==> config.mk <==
export PLATFORM = sky130hd
export DESIGN_NAME = vsv_top
export DESIGN_NICKNAME = d
export VERILOG_FILES = /design/src/core/vsv_pkg.sv /design/src/core/vsv_setmem.sv /design/src/core/vsv_events.sv /design/src/core/vsv_top.sv
export VERILOG_INCLUDE_DIRS = /design/src /design/src/core
export SDC_FILE = /design/constraint.sdc
export NUM_CORES = 2
export LEC_CHECK = 0
export BUFFER_PORTS_ARGS = -buffer_cell sky130_fd_sc_hd__buf_4
export CAP_MARGIN = 20
export CORE_MARGIN = 2
export CORE_UTILIZATION = 45
export CTS_BUF_LIST = sky130_fd_sc_hd__clkbuf_8
export CTS_CLUSTER_DIAMETER = 50
export DETAILED_ROUTE_END_ITERATION = 16
export RECOVER_POWER = 25
export SETUP_SLACK_MARGIN = 0.05
export SLEW_MARGIN = 25
export SYNTH_ARGS = -nofsm -noshare
export SYNTH_HDL_FRONTEND = slang
export SYNTH_SLANG_ARGS = --single-unit
export TNS_END_PERCENT = 50
==> constraint.sdc <==
create_clock -name I_CLOCK -period 76.7 [get_ports I_CLOCK]
set_input_delay 0 -clock I_CLOCK [delete_from_list [all_inputs] [get_ports I_CLOCK]]
set_output_delay 0 -clock I_CLOCK [all_outputs]
set_load 0.005 [all_outputs]
==> src/core/vsv_regs.svh <==
// register offsets, setting fields, reset values and timing counts
`ifndef VSV_REGS_SVH
`define VSV_REGS_SVH
`define VSV_CTRL_OFS 8'h00
`define VSV_STAT_OFS 8'h04
`define VSV_CNT0_OFS 8'h08
`define VSV_CNT1_OFS 8'h0c
`define VSV_RAT0_OFS 8'h10
`define VSV_RAT1_OFS 8'h14
`define VSV_PREF_OFS 8'h18
`define VSV_TREM_OFS 8'h1c
`define VSV_SET_TAG 2'h1
`define VSV_CTRL_CLR 0
`define VSV_CTRL_FORCE 1
`define VSV_SET0_RST 32'h0b0ca805
`define VSV_SET1_RST 32'h00000014
`define VSV_THR_SCALE 16'h000a
`define VSV_ANG_FULL 12'he10
`define VSV_ANG_HALF 12'h708
`define VSV_CLK_NS 5
`define VSV_MS_NS 1000000
`define VSV_MS_CYCLES (`VSV_MS_NS / `VSV_CLK_NS)
`endif

==> src/core/vsv_pkg.sv <==
// types shared by the vt supervision design
package vsv_pkg;
  typedef struct packed {
    logic [2:0][15:0] ph_rms;
    logic [2:0][15:0] ll_rms;
    logic [15:0] positive_seq_voltage;
    logic [15:0] negative_seq_voltage;
    logic [15:0] zero_seq_voltage;
    logic [2:0][11:0] ph_ang;
    logic [2:0][11:0] ll_ang;
  } vsv_meas_t;
  typedef struct packed {
    logic enable;
    logic ch_line;
    logic line_chk;
    logic bus_chk;
    logic [9:0] ang_lim;
    logic [6:0] high_thr;
    logic [6:0] low_thr;
  } vsv_cfg_t;
  typedef struct packed {
    logic blocked;
    logic line_alarm;
    logic bus_alarm;
    logic start;
  } vsv_outs_t;
  typedef struct packed {
    logic [31:0] stamp_ms;
    logic [3:0] rise;
    logic [3:0] fall;
  } vsv_event_t;
  typedef enum logic [2:0] {COND_NORMAL, COND_START, COND_LINE, COND_BUS, COND_BLOCKED} vsv_cond_t;
  typedef enum logic [2:0] {BUS_DEAD, BUS_OK, BUS_REV, BUS_UNDEF, BUS_PROBLEM} vsv_bus_t;
  typedef enum logic [1:0] {T_IDLE, T_RUN, T_ALARM} vsv_tmr_t;
endpackage

==> src/core/vsv_setmem.sv <==
// eight setting groups, two words each, with registered read ports
`timescale 1ns/1ps
`include "vsv_regs.svh"
module vsv_setmem (
  input wire logic i_clk,
  input wire logic i_rst,
  input wire logic [1:0] i_we,
  input wire logic [2:0] i_waddr,
  input wire logic [31:0] i_wdata,
  input wire logic [2:0] i_raddr_a,
  output logic [63:0] o_rdata_a,
  input wire logic [2:0] i_raddr_b,
  output logic [63:0] o_rdata_b
);
  logic [63:0] mem_r [8];
  logic [63:0] merged;

  // word as it stands after the pending write
  always_comb begin
    merged = mem_r[i_waddr];
    if (i_we[0]) merged[31:0] = i_wdata;
    if (i_we[1]) merged[63:32] = i_wdata;
  end

  ////////////////////////////////////////////////////////////////
  // storage, every group resets to the default settings
  always_ff @(posedge i_clk) begin
    if (i_rst) begin
      for (int g = 0; g < 8; g++) begin
        mem_r[g] <= {`VSV_SET1_RST, `VSV_SET0_RST};
      end
    end else if (|i_we) begin
      mem_r[i_waddr] <= merged;
    end
  end

  // read ports bypass a write to the same group
  always_ff @(posedge i_clk) begin
    if (i_rst) begin
      o_rdata_a <= 64'h0;
      o_rdata_b <= 64'h0;
    end else begin
      o_rdata_a <= (|i_we && i_waddr == i_raddr_a) ? merged : mem_r[i_raddr_a];
      o_rdata_b <= (|i_we && i_waddr == i_raddr_b) ? merged : mem_r[i_raddr_b];
    end
  end
endmodule

==> src/core/vsv_events.sv <==
// output edge events with millisecond stamp and cumulative counters
`timescale 1ns/1ps
`include "vsv_regs.svh"
module vsv_events #(
  parameter int MS_CYCLES = `VSV_MS_CYCLES
) (
  input wire logic i_clk,
  input wire logic i_rst,
  input wire vsv_pkg::vsv_outs_t i_outs,
  input wire logic i_cnt_clr,
  output logic o_evt_valid,
  output vsv_pkg::vsv_event_t o_evt,
  output logic [3:0][15:0] o_cnt
);
  logic [17:0] div_r;
  logic [31:0] stamp_r;
  logic [3:0] prev_r;
  logic [3:0] rise;
  logic [3:0] fall;

  assign rise = i_outs & ~prev_r;
  assign fall = ~i_outs & prev_r;

  ////////////////////////////////////////////////////////////////
  // millisecond time base
  always_ff @(posedge i_clk) begin
    if (i_rst) begin
      div_r <= 18'h0;
      stamp_r <= 32'h0;
    end else if (div_r == 18'(MS_CYCLES - 1)) begin
      div_r <= 18'h0;
      stamp_r <= stamp_r + 32'h1;
    end else begin
      div_r <= div_r + 18'h1;
    end
  end

  // one event word carries every edge of the cycle
  always_ff @(posedge i_clk) begin
    if (i_rst) begin
      prev_r <= 4'h0;
      o_evt_valid <= 1'b0;
      o_evt <= '0;
    end else begin
      prev_r <= i_outs;
      o_evt_valid <= |(rise | fall);
      o_evt <= '{stamp_ms: stamp_r, rise: rise, fall: fall};
    end
  end

  // counters, an occurrence in the clear cycle still counts
  for (genvar k = 0; k < 4; k++) begin : g_cnt
    always_ff @(posedge i_clk) begin
      if (i_rst) begin
        o_cnt[k] <= 16'h0;
      end else if (i_cnt_clr) begin
        o_cnt[k] <= {15'h0, rise[k]};
      end else if (rise[k]) begin
        o_cnt[k] <= o_cnt[k] + 16'h1;
      end
    end
  end
endmodule

==> src/core/vsv_top.sv <==
// vt supervision: ahb-lite registers, pick-up, blocking, timer, state
//
// Design decisions made here: the address map and register access over AHB-Lite.
`timescale 1ns/1ps
`include "vsv_regs.svh"
// Behaviour
// - eight setting groups, active one picked by a common selector, incl. mode.
// - outputs start, bus alarm, line alarm and blocked.
// - every edge of each output emits an event stamped in milliseconds.
// - cumulative counts of each output occurrence, clearable by software.
// - rms, sequence and angle inputs refreshed each 5 ms tick.
// - channel set from a setting; pre-fault is 20 ms average ending 15 ms early.
// - pick-up when any phase below low or two above high threshold.
// - per-phase ratio of threshold setting to measured magnitude.
// - thresholds in 0.01 nominal steps, defaults 0.05 and 0.80.
// - angle change over 40 ms below limit blocks pick-up; 0.1 deg, default 5.
// - bus fuse check enable, default on, supervises bus breaker trip.
// - line fuse check enable, default on, supervises feeder breaker trip.
// - start only when pick-up active and no blocking.
// - fuse-trip pick-up acts in the cycle the input asserts.
// - bus state dead, live ok, live reversed or live undefined sequence.
// - problem state wins over healthy live states while pick-up holds.
// - block sampled every cycle; blocked replaces start and resets start.
// - condition code 0 normal, 1 start, 2 line, 3 bus, 4 blocked.
module vsv_top #(
  parameter int MS_CYCLES = `VSV_MS_CYCLES
) (
  input wire logic I_CLOCK,
  input wire logic I_RST,
  input wire logic I_HSEL,
  input wire logic [31:0] I_HADDR,
  input wire logic [1:0] I_HTRANS,
  input wire logic I_HWRITE,
  input wire logic [2:0] I_HSIZE,
  input wire logic [31:0] I_HWDATA,
  input wire logic I_HREADY,
  output logic [31:0] O_HRDATA,
  output logic O_HREADYOUT,
  output logic O_HRESP,
  input wire logic I_MEAS_TICK,
  input wire vsv_pkg::vsv_meas_t I_MEAS,
  input wire logic [2:0] I_GROUP_SEL,
  input wire logic I_BLOCK,
  input wire logic I_BUS_BREAKER_TRIP_INPUT,
  input wire logic I_FEEDER_BREAKER_TRIP_INPUT,
  output logic O_START,
  output logic O_BUS_ALARM,
  output logic O_LINE_ALARM,
  output logic O_BLOCKED,
  output logic O_EVT_VALID,
  output vsv_pkg::vsv_event_t O_EVT,
  output logic [2:0] O_CONDITION,
  output logic [2:0] O_BUS_STATE
);
  // true for the setting window of the map
  function automatic logic is_set(input logic [7:0] a);
    is_set = (a[7:6] == `VSV_SET_TAG);
  endfunction

  // threshold code in 0.01 un to magnitude in 0.001 un
  function automatic logic [15:0] thr_mag(input logic [6:0] c);
    thr_mag = {9'h000, c} * `VSV_THR_SCALE;
  endfunction

  // shortest distance between two angles in 0.1 deg
  function automatic logic [11:0] ang_dist(input logic [11:0] a, input logic [11:0] b);
    logic [11:0] d;
    d = (a >= b) ? a - b : b - a;
    ang_dist = (d > `VSV_ANG_HALF) ? `VSV_ANG_FULL - d : d;
  endfunction

  ////////////////////////////////////////////////////////////////
  // ahb-lite slave
  logic dp_valid_r;
  logic dp_write_r;
  logic [7:0] dp_addr_r;
  logic [31:0] rd_r;
  logic [1:0] ctrl_r;
  logic [63:0] mem_a;
  logic [63:0] mem_b;
  logic [1:0] mem_we;
  logic wr_ctrl;
  logic cnt_clr;
  logic [31:0] rd_nxt;
  wire ap = I_HSEL & I_HREADY & I_HTRANS[1];

  // address phase capture
  always_ff @(posedge I_CLOCK) begin
    if (I_RST) begin
      dp_valid_r <= 1'b0;
      dp_write_r <= 1'b0;
      dp_addr_r <= 8'h0;
    end else begin
      dp_valid_r <= ap;
      dp_write_r <= I_HWRITE;
      dp_addr_r <= I_HADDR[7:0];
    end
  end

  // write strobes in the data phase
  assign wr_ctrl = dp_valid_r & dp_write_r & (dp_addr_r == `VSV_CTRL_OFS);
  assign cnt_clr = wr_ctrl & I_HWDATA[`VSV_CTRL_CLR];
  assign mem_we[0] = dp_valid_r & dp_write_r & is_set(dp_addr_r) & ~dp_addr_r[2];
  assign mem_we[1] = dp_valid_r & dp_write_r & is_set(dp_addr_r) & dp_addr_r[2];

  // stage forcing control
  always_ff @(posedge I_CLOCK) begin
    if (I_RST) begin
      ctrl_r <= 2'h0;
    end else if (wr_ctrl) begin
      ctrl_r <= {I_HWDATA[`VSV_CTRL_FORCE], 1'b0};
    end
  end

  // settings of all groups, port b follows the active group
  vsv_setmem u_mem (
    .i_clk(I_CLOCK),
    .i_rst(I_RST),
    .i_we(mem_we),
    .i_waddr(dp_addr_r[5:3]),
    .i_wdata(I_HWDATA),
    .i_raddr_a(I_HADDR[5:3]),
    .o_rdata_a(mem_a),
    .i_raddr_b(I_GROUP_SEL),
    .o_rdata_b(mem_b)
  );

  vsv_pkg::vsv_cfg_t cfg;
  logic [15:0] delay;
  logic [15:0] low_mag;
  logic [15:0] high_mag;
  assign cfg = vsv_pkg::vsv_cfg_t'(mem_b[27:0]);
  assign delay = mem_b[47:32];
  assign low_mag = thr_mag(cfg.low_thr);
  assign high_mag = thr_mag(cfg.high_thr);

  ////////////////////////////////////////////////////////////////
  // threshold comparators per phase
  logic [2:0] below;
  logic [2:0] above;
  logic [2:0] ablk;
  logic [2:0] below_r;
  logic [2:0] above_r;
  logic [15:0] ratio_r [3];

  for (genvar p = 0; p < 3; p++) begin : g_ph
    logic [7:0][11:0] hist_r;
    logic [23:0] quot;
    wire [15:0] mag = cfg.ch_line ? I_MEAS.ll_rms[p] : I_MEAS.ph_rms[p];
    wire [11:0] ang = cfg.ch_line ? I_MEAS.ll_ang[p] : I_MEAS.ph_ang[p];
    assign below[p] = mag < low_mag;
    assign above[p] = mag > high_mag;
    assign ablk[p] = ang_dist(ang, hist_r[7]) < {2'h0, cfg.ang_lim};
    assign quot = {low_mag, 8'h00} / {8'h00, mag};
    // angle history, oldest entry is eight ticks back
    always_ff @(posedge I_CLOCK) begin
      if (I_RST) begin
        hist_r <= '0;
      end else if (I_MEAS_TICK) begin
        hist_r <= {hist_r[6:0], ang};
      end
    end
    // ratio in 8.8 fixed point, saturated
    always_ff @(posedge I_CLOCK) begin
      if (I_RST) begin
        ratio_r[p] <= 16'h0;
      end else if (I_MEAS_TICK) begin
        ratio_r[p] <= (mag == 16'h0 || |quot[23:16]) ? 16'hffff : quot[15:0];
      end
    end
  end

  // voltage pick-up and sequence flags, once per tick
  logic volt_pick_r;
  logic pos_hi_r;
  logic pos_lo_r;
  logic neg_hi_r;
  logic neg_lo_r;
  wire two_above = (above[0] & above[1]) | (above[1] & above[2]) | (above[0] & above[2]);
  always_ff @(posedge I_CLOCK) begin
    if (I_RST) begin
      volt_pick_r <= 1'b0;
      below_r <= 3'h0;
      above_r <= 3'h0;
      {pos_hi_r, pos_lo_r, neg_hi_r, neg_lo_r} <= 4'h0;
    end else if (I_MEAS_TICK) begin
      volt_pick_r <= cfg.enable & ((|below) | two_above) & ~(&ablk);
      below_r <= below;
      above_r <= above;
      pos_hi_r <= I_MEAS.positive_seq_voltage > high_mag;
      pos_lo_r <= I_MEAS.positive_seq_voltage < low_mag;
      neg_hi_r <= I_MEAS.negative_seq_voltage > high_mag;
      neg_lo_r <= I_MEAS.negative_seq_voltage < low_mag;
    end
  end

  ////////////////////////////////////////////////////////////////
  // fuse inputs, pick-up, blocking
  logic bus_fuse;
  logic line_fuse;
  logic pickup;
  logic blk;
  logic start_r;
  logic blocked_r;
  logic start_nxt;
  assign bus_fuse = cfg.enable & cfg.bus_chk & I_BUS_BREAKER_TRIP_INPUT;
  assign line_fuse = cfg.enable & cfg.line_chk & I_FEEDER_BREAKER_TRIP_INPUT;
  assign pickup = volt_pick_r | bus_fuse | line_fuse;
  assign blk = I_BLOCK | ctrl_r[1];
  assign start_nxt = pickup & ~blk;

  // start and blocked, re-evaluated on every clock
  always_ff @(posedge I_CLOCK) begin
    if (I_RST) begin
      start_r <= 1'b0;
      blocked_r <= 1'b0;
    end else begin
      start_r <= start_nxt;
      blocked_r <= pickup & blk;
    end
  end

  ////////////////////////////////////////////////////////////////
  // definite-time delay in measurement ticks
  vsv_pkg::vsv_tmr_t st_r;
  logic [15:0] tmr_r;
  logic bus_alarm_r;
  logic line_alarm_r;
  always_ff @(posedge I_CLOCK) begin
    if (I_RST) begin
      st_r <= vsv_pkg::T_IDLE;
      tmr_r <= 16'h0;
    end else begin
      case (st_r)
        vsv_pkg::T_IDLE: begin
          tmr_r <= 16'h0;
          if (start_r) begin
            st_r <= (delay == 16'h0) ? vsv_pkg::T_ALARM : vsv_pkg::T_RUN;
          end
        end
        vsv_pkg::T_RUN: begin
          if (!start_r) begin
            st_r <= vsv_pkg::T_IDLE;
          end else if (I_MEAS_TICK) begin
            tmr_r <= tmr_r + 16'h1;
            if (tmr_r + 16'h1 >= delay) begin
              st_r <= vsv_pkg::T_ALARM;
            end
          end
        end
        vsv_pkg::T_ALARM: begin
          if (!start_r) begin
            st_r <= vsv_pkg::T_IDLE;
          end
        end
        default: begin
          st_r <= vsv_pkg::T_IDLE;
        end
      endcase
    end
  end

  // alarms follow their source while the delay has run out
  always_ff @(posedge I_CLOCK) begin
    if (I_RST) begin
      bus_alarm_r <= 1'b0;
      line_alarm_r <= 1'b0;
    end else begin
      bus_alarm_r <= (st_r == vsv_pkg::T_ALARM) & start_r & (volt_pick_r | bus_fuse);
      line_alarm_r <= (st_r == vsv_pkg::T_ALARM) & start_r & line_fuse;
    end
  end

  ////////////////////////////////////////////////////////////////
  // pre-fault average of positive sequence voltage
  logic [7:0][15:0] pos_hist_r;
  logic [15:0] pref_r;
  logic [17:0] pref_sum;
  assign pref_sum = {2'h0, pos_hist_r[3]} + {2'h0, pos_hist_r[4]} + {2'h0, pos_hist_r[5]} + {2'h0, pos_hist_r[6]};
  always_ff @(posedge I_CLOCK) begin
    if (I_RST) begin
      pos_hist_r <= '0;
    end else if (I_MEAS_TICK) begin
      pos_hist_r <= {pos_hist_r[6:0], I_MEAS.positive_seq_voltage};
    end
  end
  // latched on the rising edge of start
  always_ff @(posedge I_CLOCK) begin
    if (I_RST) begin
      pref_r <= 16'h0;
    end else if (start_nxt & ~start_r) begin
      pref_r <= pref_sum[17:2];
    end
  end

  ////////////////////////////////////////////////////////////////
  // condition code and bus state
  vsv_pkg::vsv_cond_t cond_r;
  vsv_pkg::vsv_bus_t bus_r;
  always_ff @(posedge I_CLOCK) begin
    if (I_RST) begin
      cond_r <= vsv_pkg::COND_NORMAL;
    end else if (blocked_r) begin
      cond_r <= vsv_pkg::COND_BLOCKED;
    end else if (bus_alarm_r) begin
      cond_r <= vsv_pkg::COND_BUS;
    end else if (line_alarm_r) begin
      cond_r <= vsv_pkg::COND_LINE;
    end else if (start_r) begin
      cond_r <= vsv_pkg::COND_START;
    end else begin
      cond_r <= vsv_pkg::COND_NORMAL;
    end
  end

  // dead first, then problem, then the sequence verdict
  always_ff @(posedge I_CLOCK) begin
    if (I_RST) begin
      bus_r <= vsv_pkg::BUS_DEAD;
    end else if (&below_r) begin
      bus_r <= vsv_pkg::BUS_DEAD;
    end else if (pickup) begin
      bus_r <= vsv_pkg::BUS_PROBLEM;
    end else if (pos_hi_r & neg_lo_r) begin
      bus_r <= vsv_pkg::BUS_OK;
    end else if (neg_hi_r & pos_lo_r) begin
      bus_r <= vsv_pkg::BUS_REV;
    end else begin
      bus_r <= vsv_pkg::BUS_UNDEF;
    end
  end

  ////////////////////////////////////////////////////////////////
  // events and counters
  logic [3:0][15:0] cnt;
  vsv_pkg::vsv_outs_t outs;
  assign outs = '{blocked: blocked_r, line_alarm: line_alarm_r, bus_alarm: bus_alarm_r, start: start_r};
  vsv_events #(
    .MS_CYCLES(MS_CYCLES)
  ) u_evt (
    .i_clk(I_CLOCK),
    .i_rst(I_RST),
    .i_outs(outs),
    .i_cnt_clr(cnt_clr),
    .o_evt_valid(O_EVT_VALID),
    .o_evt(O_EVT),
    .o_cnt(cnt)
  );

  ////////////////////////////////////////////////////////////////
  // read data, prepared in the address phase
  always_comb begin
    case (I_HADDR[7:0])
      `VSV_CTRL_OFS: rd_nxt = {30'h0, ctrl_r};
      `VSV_STAT_OFS: rd_nxt = {18'h0, pickup, I_GROUP_SEL, outs, bus_r, cond_r};
      `VSV_CNT0_OFS: rd_nxt = {cnt[1], cnt[0]};
      `VSV_CNT1_OFS: rd_nxt = {cnt[3], cnt[2]};
      `VSV_RAT0_OFS: rd_nxt = {ratio_r[1], ratio_r[0]};
      `VSV_RAT1_OFS: rd_nxt = {16'h0, ratio_r[2]};
      `VSV_PREF_OFS: rd_nxt = {16'h0, pref_r};
      `VSV_TREM_OFS: rd_nxt = {16'h0, delay - tmr_r};
      default: rd_nxt = 32'h0;
    endcase
  end

  always_ff @(posedge I_CLOCK) begin
    if (I_RST) begin
      rd_r <= 32'h0;
    end else begin
      rd_r <= rd_nxt;
    end
  end

  assign O_HRDATA = is_set(dp_addr_r) ? (dp_addr_r[2] ? mem_a[63:32] : mem_a[31:0]) : rd_r;
  assign O_HREADYOUT = 1'b1; // zero wait states
  assign O_HRESP = 1'b0;
  assign O_START = start_r;
  assign O_BUS_ALARM = bus_alarm_r;
  assign O_LINE_ALARM = line_alarm_r;
  assign O_BLOCKED = blocked_r;
  assign O_CONDITION = cond_r;
  assign O_BUS_STATE = bus_r;
endmodule

# --- Yosys cells after proc, flatten, opt, wreduce, memory -nomap -nowiden ---
# Memories as Yosys holds them, arrays and structs flattened. A register that Yosys moved wholly into a read port is not among the register bits.
# Cells that the tools add are included.
totals:
  ramBits: 560
  inputBits: 297
  ff_bits: 702
  elab_cells: 272
  mem_count: 2
  output_inout_bits: 85
memory_table:
  columns: ["name", "depth", "width", "read_ports", "rd_ports_with_merged_regs", "wr", "line_no", "text"]
  rows:
  - ["u_mem.mem_r", 8, 64, 3, 2, 8, "vsv_setmem.sv:15", "logic [63:0] mem_r [8];"]
  - ["ratio_r", 3, 16, 3, 0, 3, "vsv_top.sv:144", "logic [15:0] ratio_r [3];"]
op_classes:
  add_sub_neg: 20
  bitwise: 43
  reduce_logical: 33
  eq_ne: 18
  mux: 61
  n_mul: 2
  magnitude_cmp: 20
  div_mod_pow: 3
ops:
  columns: ["cell", "count"]
  rows:
  - ["$pmux 32 s8", 1]
  - ["$mux 16", 11]
  - ["$mux 32", 4]
  - ["$mux 12", 9]
  - ["$add 16x1->16 const B", 5]
  - ["$gt 16x11->1", 5]
  - ["$lt 16x11->1", 5]
  - ["$div 19x16->24", 3]
  - ["$sub 12x12->12", 6]
  - ["$logic_not 16->1", 4]
  - ["$mux 64", 1]
  - ["$reduce_or 64->1", 1]
  - ["$mux 48", 1]
  - ["$ge 12x12->1", 3]
  - ["$gt 12x11->1 const B", 3]
  - ["$lt 12x10->1", 3]
  - ["$sub 12x12->12 const A", 3]
  - ["$add 32x1->32 const B", 1]
  - ["$eq 8x5->1 const B", 4]
  - ["$pmux 16 s2", 1]
  - ["$and 1x1->1", 25]
  - ["$reduce_or 8->1", 3]
  - ["$mul 7x3->10 const B", 2]
  - ["$mux 1", 19]
  - ["other kinds (32)", 77]

# --- Depth between registers and ports, before layout ---
depth:
  word_depth: 9
  ltp_mapped: 272
  ltp_nobuf: 248

# --- Modules after synthesis ---
# A second synthesis with hierarchy kept.
hier_totals:
  hier_cells: 12500
  area_unflattened_um2: 111718.4
by_module_without_submodules:
  columns: ["mod", "cells_per_inst", "n_inst", "seq_area_each_um2", "area_per_inst_um2"]
  rows:
  - ["vsv_top", 9432, 1, 11350.9, 73909.6]
  - ["vsv_setmem", 2373, 1, 17937.2, 31386.4]
  - ["vsv_events", 695, 1, 3183.1, 6422.4]

# --- Worst setup path before layout ---
# OpenSTA, ideal clock, no wires.
synth_path:
  path_type: "register -> register"
  from: "register u_mem.o_rdata_b[26]"
  to: "memory ratio_r[0][0] (data pin)"
  required_ns: 76.431
  path_buffers: 34
  stages_incl_launch_ff: 255
  setup_time_ns: 0.269
  period_less_slack_ns: 53.054
  arrival_time_ns: 52.785
  path_slack_ns: 23.646
  cell_sequence: "dfxtp_1 -> buf_6 -> buf_6 -> buf_6 -> buf_6 -> buf_6 -> buf_6 -> buf_6 -> clkbuf_1 -> mux2i_1 -> ha_1 -> o21a_1 -> o21ai_0 -> a2111oi_0 -> a21oi_1 -> nor2_1 -> ha_1 -> a21oi_1 -> [... 219 more ...] -> nor2_1 -> nand2b_1 -> a31oi_1 -> and4b_1 -> buf_2 -> and2_1 -> buf_2 -> buf_6 -> mux2_1 -> ha_1 -> nand4_1 -> nor4_1 -> a221oi_1 -> o21ai_0 -> a21oi_1 -> nand4b_1 -> a31oi_1 -> a31oi_1"
synth_lines:
  columns: ["item", "line_no", "text"]
  rows:
  - ["start, declared", "vsv_setmem.sv:13", "output logic [63:0] o_rdata_b"]
  - ["start signal, assigned", "vsv_setmem.sv:44", "o_rdata_b <= (|i_we && i_waddr == i_raddr_b) ? merged : mem_r[i_raddr_b];"]
  - ["end, declared", "vsv_top.sv:144", null]

==> impl_metrics.ini <==
[clock_network]
clkTransAtPathRegs_ps = 70
htreeDepth = 4
clock_sink_count = 1321
tritoncts.num_buffers = 211
clockRootBuffer = clkbuf_8
bufs_on_longest_clock_path = 3
clock_latency_ps = 960
tritoncts = done

[route]
vias_per_cell = 6.10
detail_route.first_pass.iterations = 9
routed-via-count = 99500
route.antenna.remaining_nets = 0
drt-total-wl_um = 371000
drc = 0
routedWlPerCell_um = 22.8
detailedRoute.firstIterationViolations = 8145

[power]
p_per_area_nw_per_um2 = 37.6
power_leakage_uw = 0.0520
ir_worst_vdd_mv = 0.0806
p_total_uw = 4700

[placement]
routability_congestion_estimate = 0.937
number_of_port_buffers = 335
place_worst_setup_slack_ps = 15570
hpwl_after_dpl_um = 262000

[cells_and_area]
nFillCells = 22900
area_growth_pct = 11.7
post_route_cells_drive_above_1_share_pct = 12.5
multi_input_area_um2 = 76700
layout.nets = 14200
ff_latch_area_um2 = 32100

[critical_path]
timing.critical_path.slowest_cell_delay_ps = 910
timing.rr.start = u_mem.o_rdata_b[26]
endpoint_of_the_worst_register_to_register_path = ratio_r[0][0]
ff2ff_path_depth = 240
worstPathRequired_ps = 77360
reg2reg_setup_slack_ps = 14620
timing.critical_path.arrival_ps = 62740
path_class = reg2reg
crit_path_start_kind = flop
end_kind = flop
crit_path_max_fo = 37
most_prevalent_standard_cell_on_the_critical_path = o21ai_0
slowest_stage_cell_on_the_critical_path = o41ai_1

[synth]
most_used_standard_cell_by_instance_count_after_synthesis = nor2_1
synth_area_per_cell_um2 = 9.05
synth.distinct_cells = 132
yosys.area.top_type_share_pct = 15.0
cell_type_contributing_the_most_total_cell_area_after_synthesis = edfxtp_1
post_synth_edffs = 560
yosys_register_bits = 1321
synth.top_cells.by_count = nor2_1 (1673), ha_1 (1037), nand2_1 (842), dfxtp_1 (761), a21oi_1 (752)
postSynth.asyncResetShare_pct = 0
synth_sequential_area_ratio_pct = 28.6
syn_inst = 12400
syn_area_um2 = 112000
ys_top_cells_by_area = edfxtp_1 (15%), dfxtp_1 (14%), ha_1 (12%)
dominantRegCellSynth = dfxtp_1
ys.warnings.count = 0

[status]
run_status = finished, violations left
failed_checks = max-capacitance violations, max-slew violations

[min_path]
worstHoldPathType = in2reg
hold_path.startpoint = I_MEAS[165]
hold-path-endpoint = below_r[2]
min_path_cells = 7

[floorplan]
starting_density_pct = 45.1
chipWidth_um = 503
die_area_um2 = 253000
placeableCoreArea_um2 = 248000
floorplan.die.height_um = 503
row_count = 183
boundaryPins = 382

[run]
maxCapViolations = 14

[grt]
grt_start_max_net_pins = 206
grtUsageTotal_pct = 28.4
gr-total-overflow = 0
grt_pass1_vias = 97000
grt_antenna_before_repair = 30
wire_length_of_the_first_global_routing_pass_um = 563000

[timing]
finalWorstPathRequiredPeriod_ps = 62080
grt_setup_unrepaired = false
max_slew.worst_pin.slew_ps = 8700
slew_viol_final = 766
final_setup_violation_count = 0
timing.clock.skew_ps = 103
setup-tns-final_ps = 0
fmaxAchievable_ghz = 0.0161
period_share_pct = 80.9
slew_headroom_pct = -480
hold_viol = 0
fin_ws_ps = 14620
-- cells in the final DEF, fill, tap and decap left out, types with 196 or more instances in the layout --
| master | instances |
|---|---|
| a211oi_1 | 324 |
| edfxtp_1 | 560 |
| nand3_1 | 196 |
| mux2i_1 | 613 |
| nor3_1 | 230 |
| a21oi_1 | 750 |
| nand2_1 | 835 |
| ha_1 | 1037 |
| xnor2_1 | 368 |
| dfxtp_1 | 756 |
| xor2_1 | 299 |
| nor2_1 | 1666 |
| mux4_2 | 343 |
| dlygate4sd3_1 | 201 |
| a21o_1 | 346 |
| nor2b_1 | 257 |
| mux2_2 | 222 |
| clkbuf_8 | 248 |
| o21a_1 | 205 |
| inv_1 | 492 |
| o21ai_0 | 484 |
| buf_4 | 453 |
-- registers in the layout, indices dropped and copies added, names as in the netlist, 2 cells and up --
| signal | count |
|---|---|
| O_BUS_STATE | 3 |
| O_CONDITION | 2 |
| below_r | 3 |
| dp_addr_r | 8 |
| g_ph.hist_r | 288 |
| pos_hist_r | 112 |
| pref_r | 16 |
| ratio_r | 48 |
| rd_r | 32 |
| st_r | 2 |
| tmr_r | 16 |
| u_evt.div_r | 18 |
| u_evt.o_cnt | 64 |
| u_evt.o_evt | 40 |
| u_evt.prev_r | 4 |
| u_evt.stamp_r | 32 |
| u_mem.mem_r | 512 |
| u_mem.o_rdata_a | 64 |
| u_mem.o_rdata_b | 44 |
-- metrics by stage --
step / utilization, % / cells / cell area [um2] / hold slack (ps)
2_1_floorplan: - / 12400 / 112000 / 77.1
3_3_place_gp: 47.8 / 15700 / 119000 / 210
3_5_place_dp: 47.8 / 15700 / 119000 / 209
4_1_cts: 50.5 / 16300 / 125000 / 1.09
5_1_grt: 50.4 / 16300 / 125000 / 42.7
6_report: 50.4 / 16300 / 125000 / 82.0
-- cell type report --
type                            count  share of cell area, %
Antenna cell                       14                 0.0280
Clock buffer                      248                   2.73
Timing Repair Buffer              729                   4.76
Multi-Input combinational cell  10100                   61.3
Sequential cell                  1321                   25.6
Inverter                          429                   1.29
Clock inverter                    146                  0.871
Tap cell                         3330                   3.33
-- logic make-up (layout without fill, tap and decap cells) --
logic type                 Yosys count  count (layout)  share of synthesized area [%]
adders and majority gates         1084            1084                           12.4
AOI/OAI and AO/OA                 3093            3093                           18.6
other                                2              31                        0.00671
buffers and inverters              965            1552                           3.35
DFF                               1321            1321                           28.6
xor gates and xnor gates           672             672                           5.27
and+or+nand+nor                   3997            3997                           16.5
muxes                             1229            1229                           15.1
-- critical path: cells and delay by family, from the launching register on --
kind                     cells  cell delay, ps
flip-flops                   1             500
buffers and inverters       13            3600
AO/OA/AOI/OAI              148           34780
AND/OR/NAND/NOR             51           13280
multiplexers                 6            2280
adder cells (fa/ha/maj)     22            7160
-- worst max path at each step --
stage,cells after the start,endpoint,start
3_3_place_gp,227,ratio_r[2][0],u_mem.o_rdata_b[26]
5_1_grt,240,ratio_r[0][0],u_mem.o_rdata_b[26]
4_1_cts,225,ratio_r[2][0],u_mem.o_rdata_b[26]
2_1_floorplan,254,ratio_r[0][0],u_mem.o_rdata_b[26]
3_5_place_dp,225,ratio_r[2][0],u_mem.o_rdata_b[26]
6_report,240,ratio_r[0][0],u_mem.o_rdata_b[26]
-- metal layers --
metal	track usage (%)	up-vias	wire length [um]
met2	46.7	3639	171000
li1	-	46800	-
met1	37.3	48400	157000
met4	11.2	14	14900
met3	4.35	716	28300
met5	0	-	97
-- timing repair --
action	CTS	global route
endpoints found under the hold margin	1128	0
buffers inserted	0	0
resized for setup	0	0
hold buffers	201	0
-- power by group --
group / switching, uW / internal [uW]
logic: 1880 / 1410
registers: 16.5 / 754
clock network: 306 / 334
total: 2210 / 2490
No activity file was read; power rests on OpenSTA's default activity.
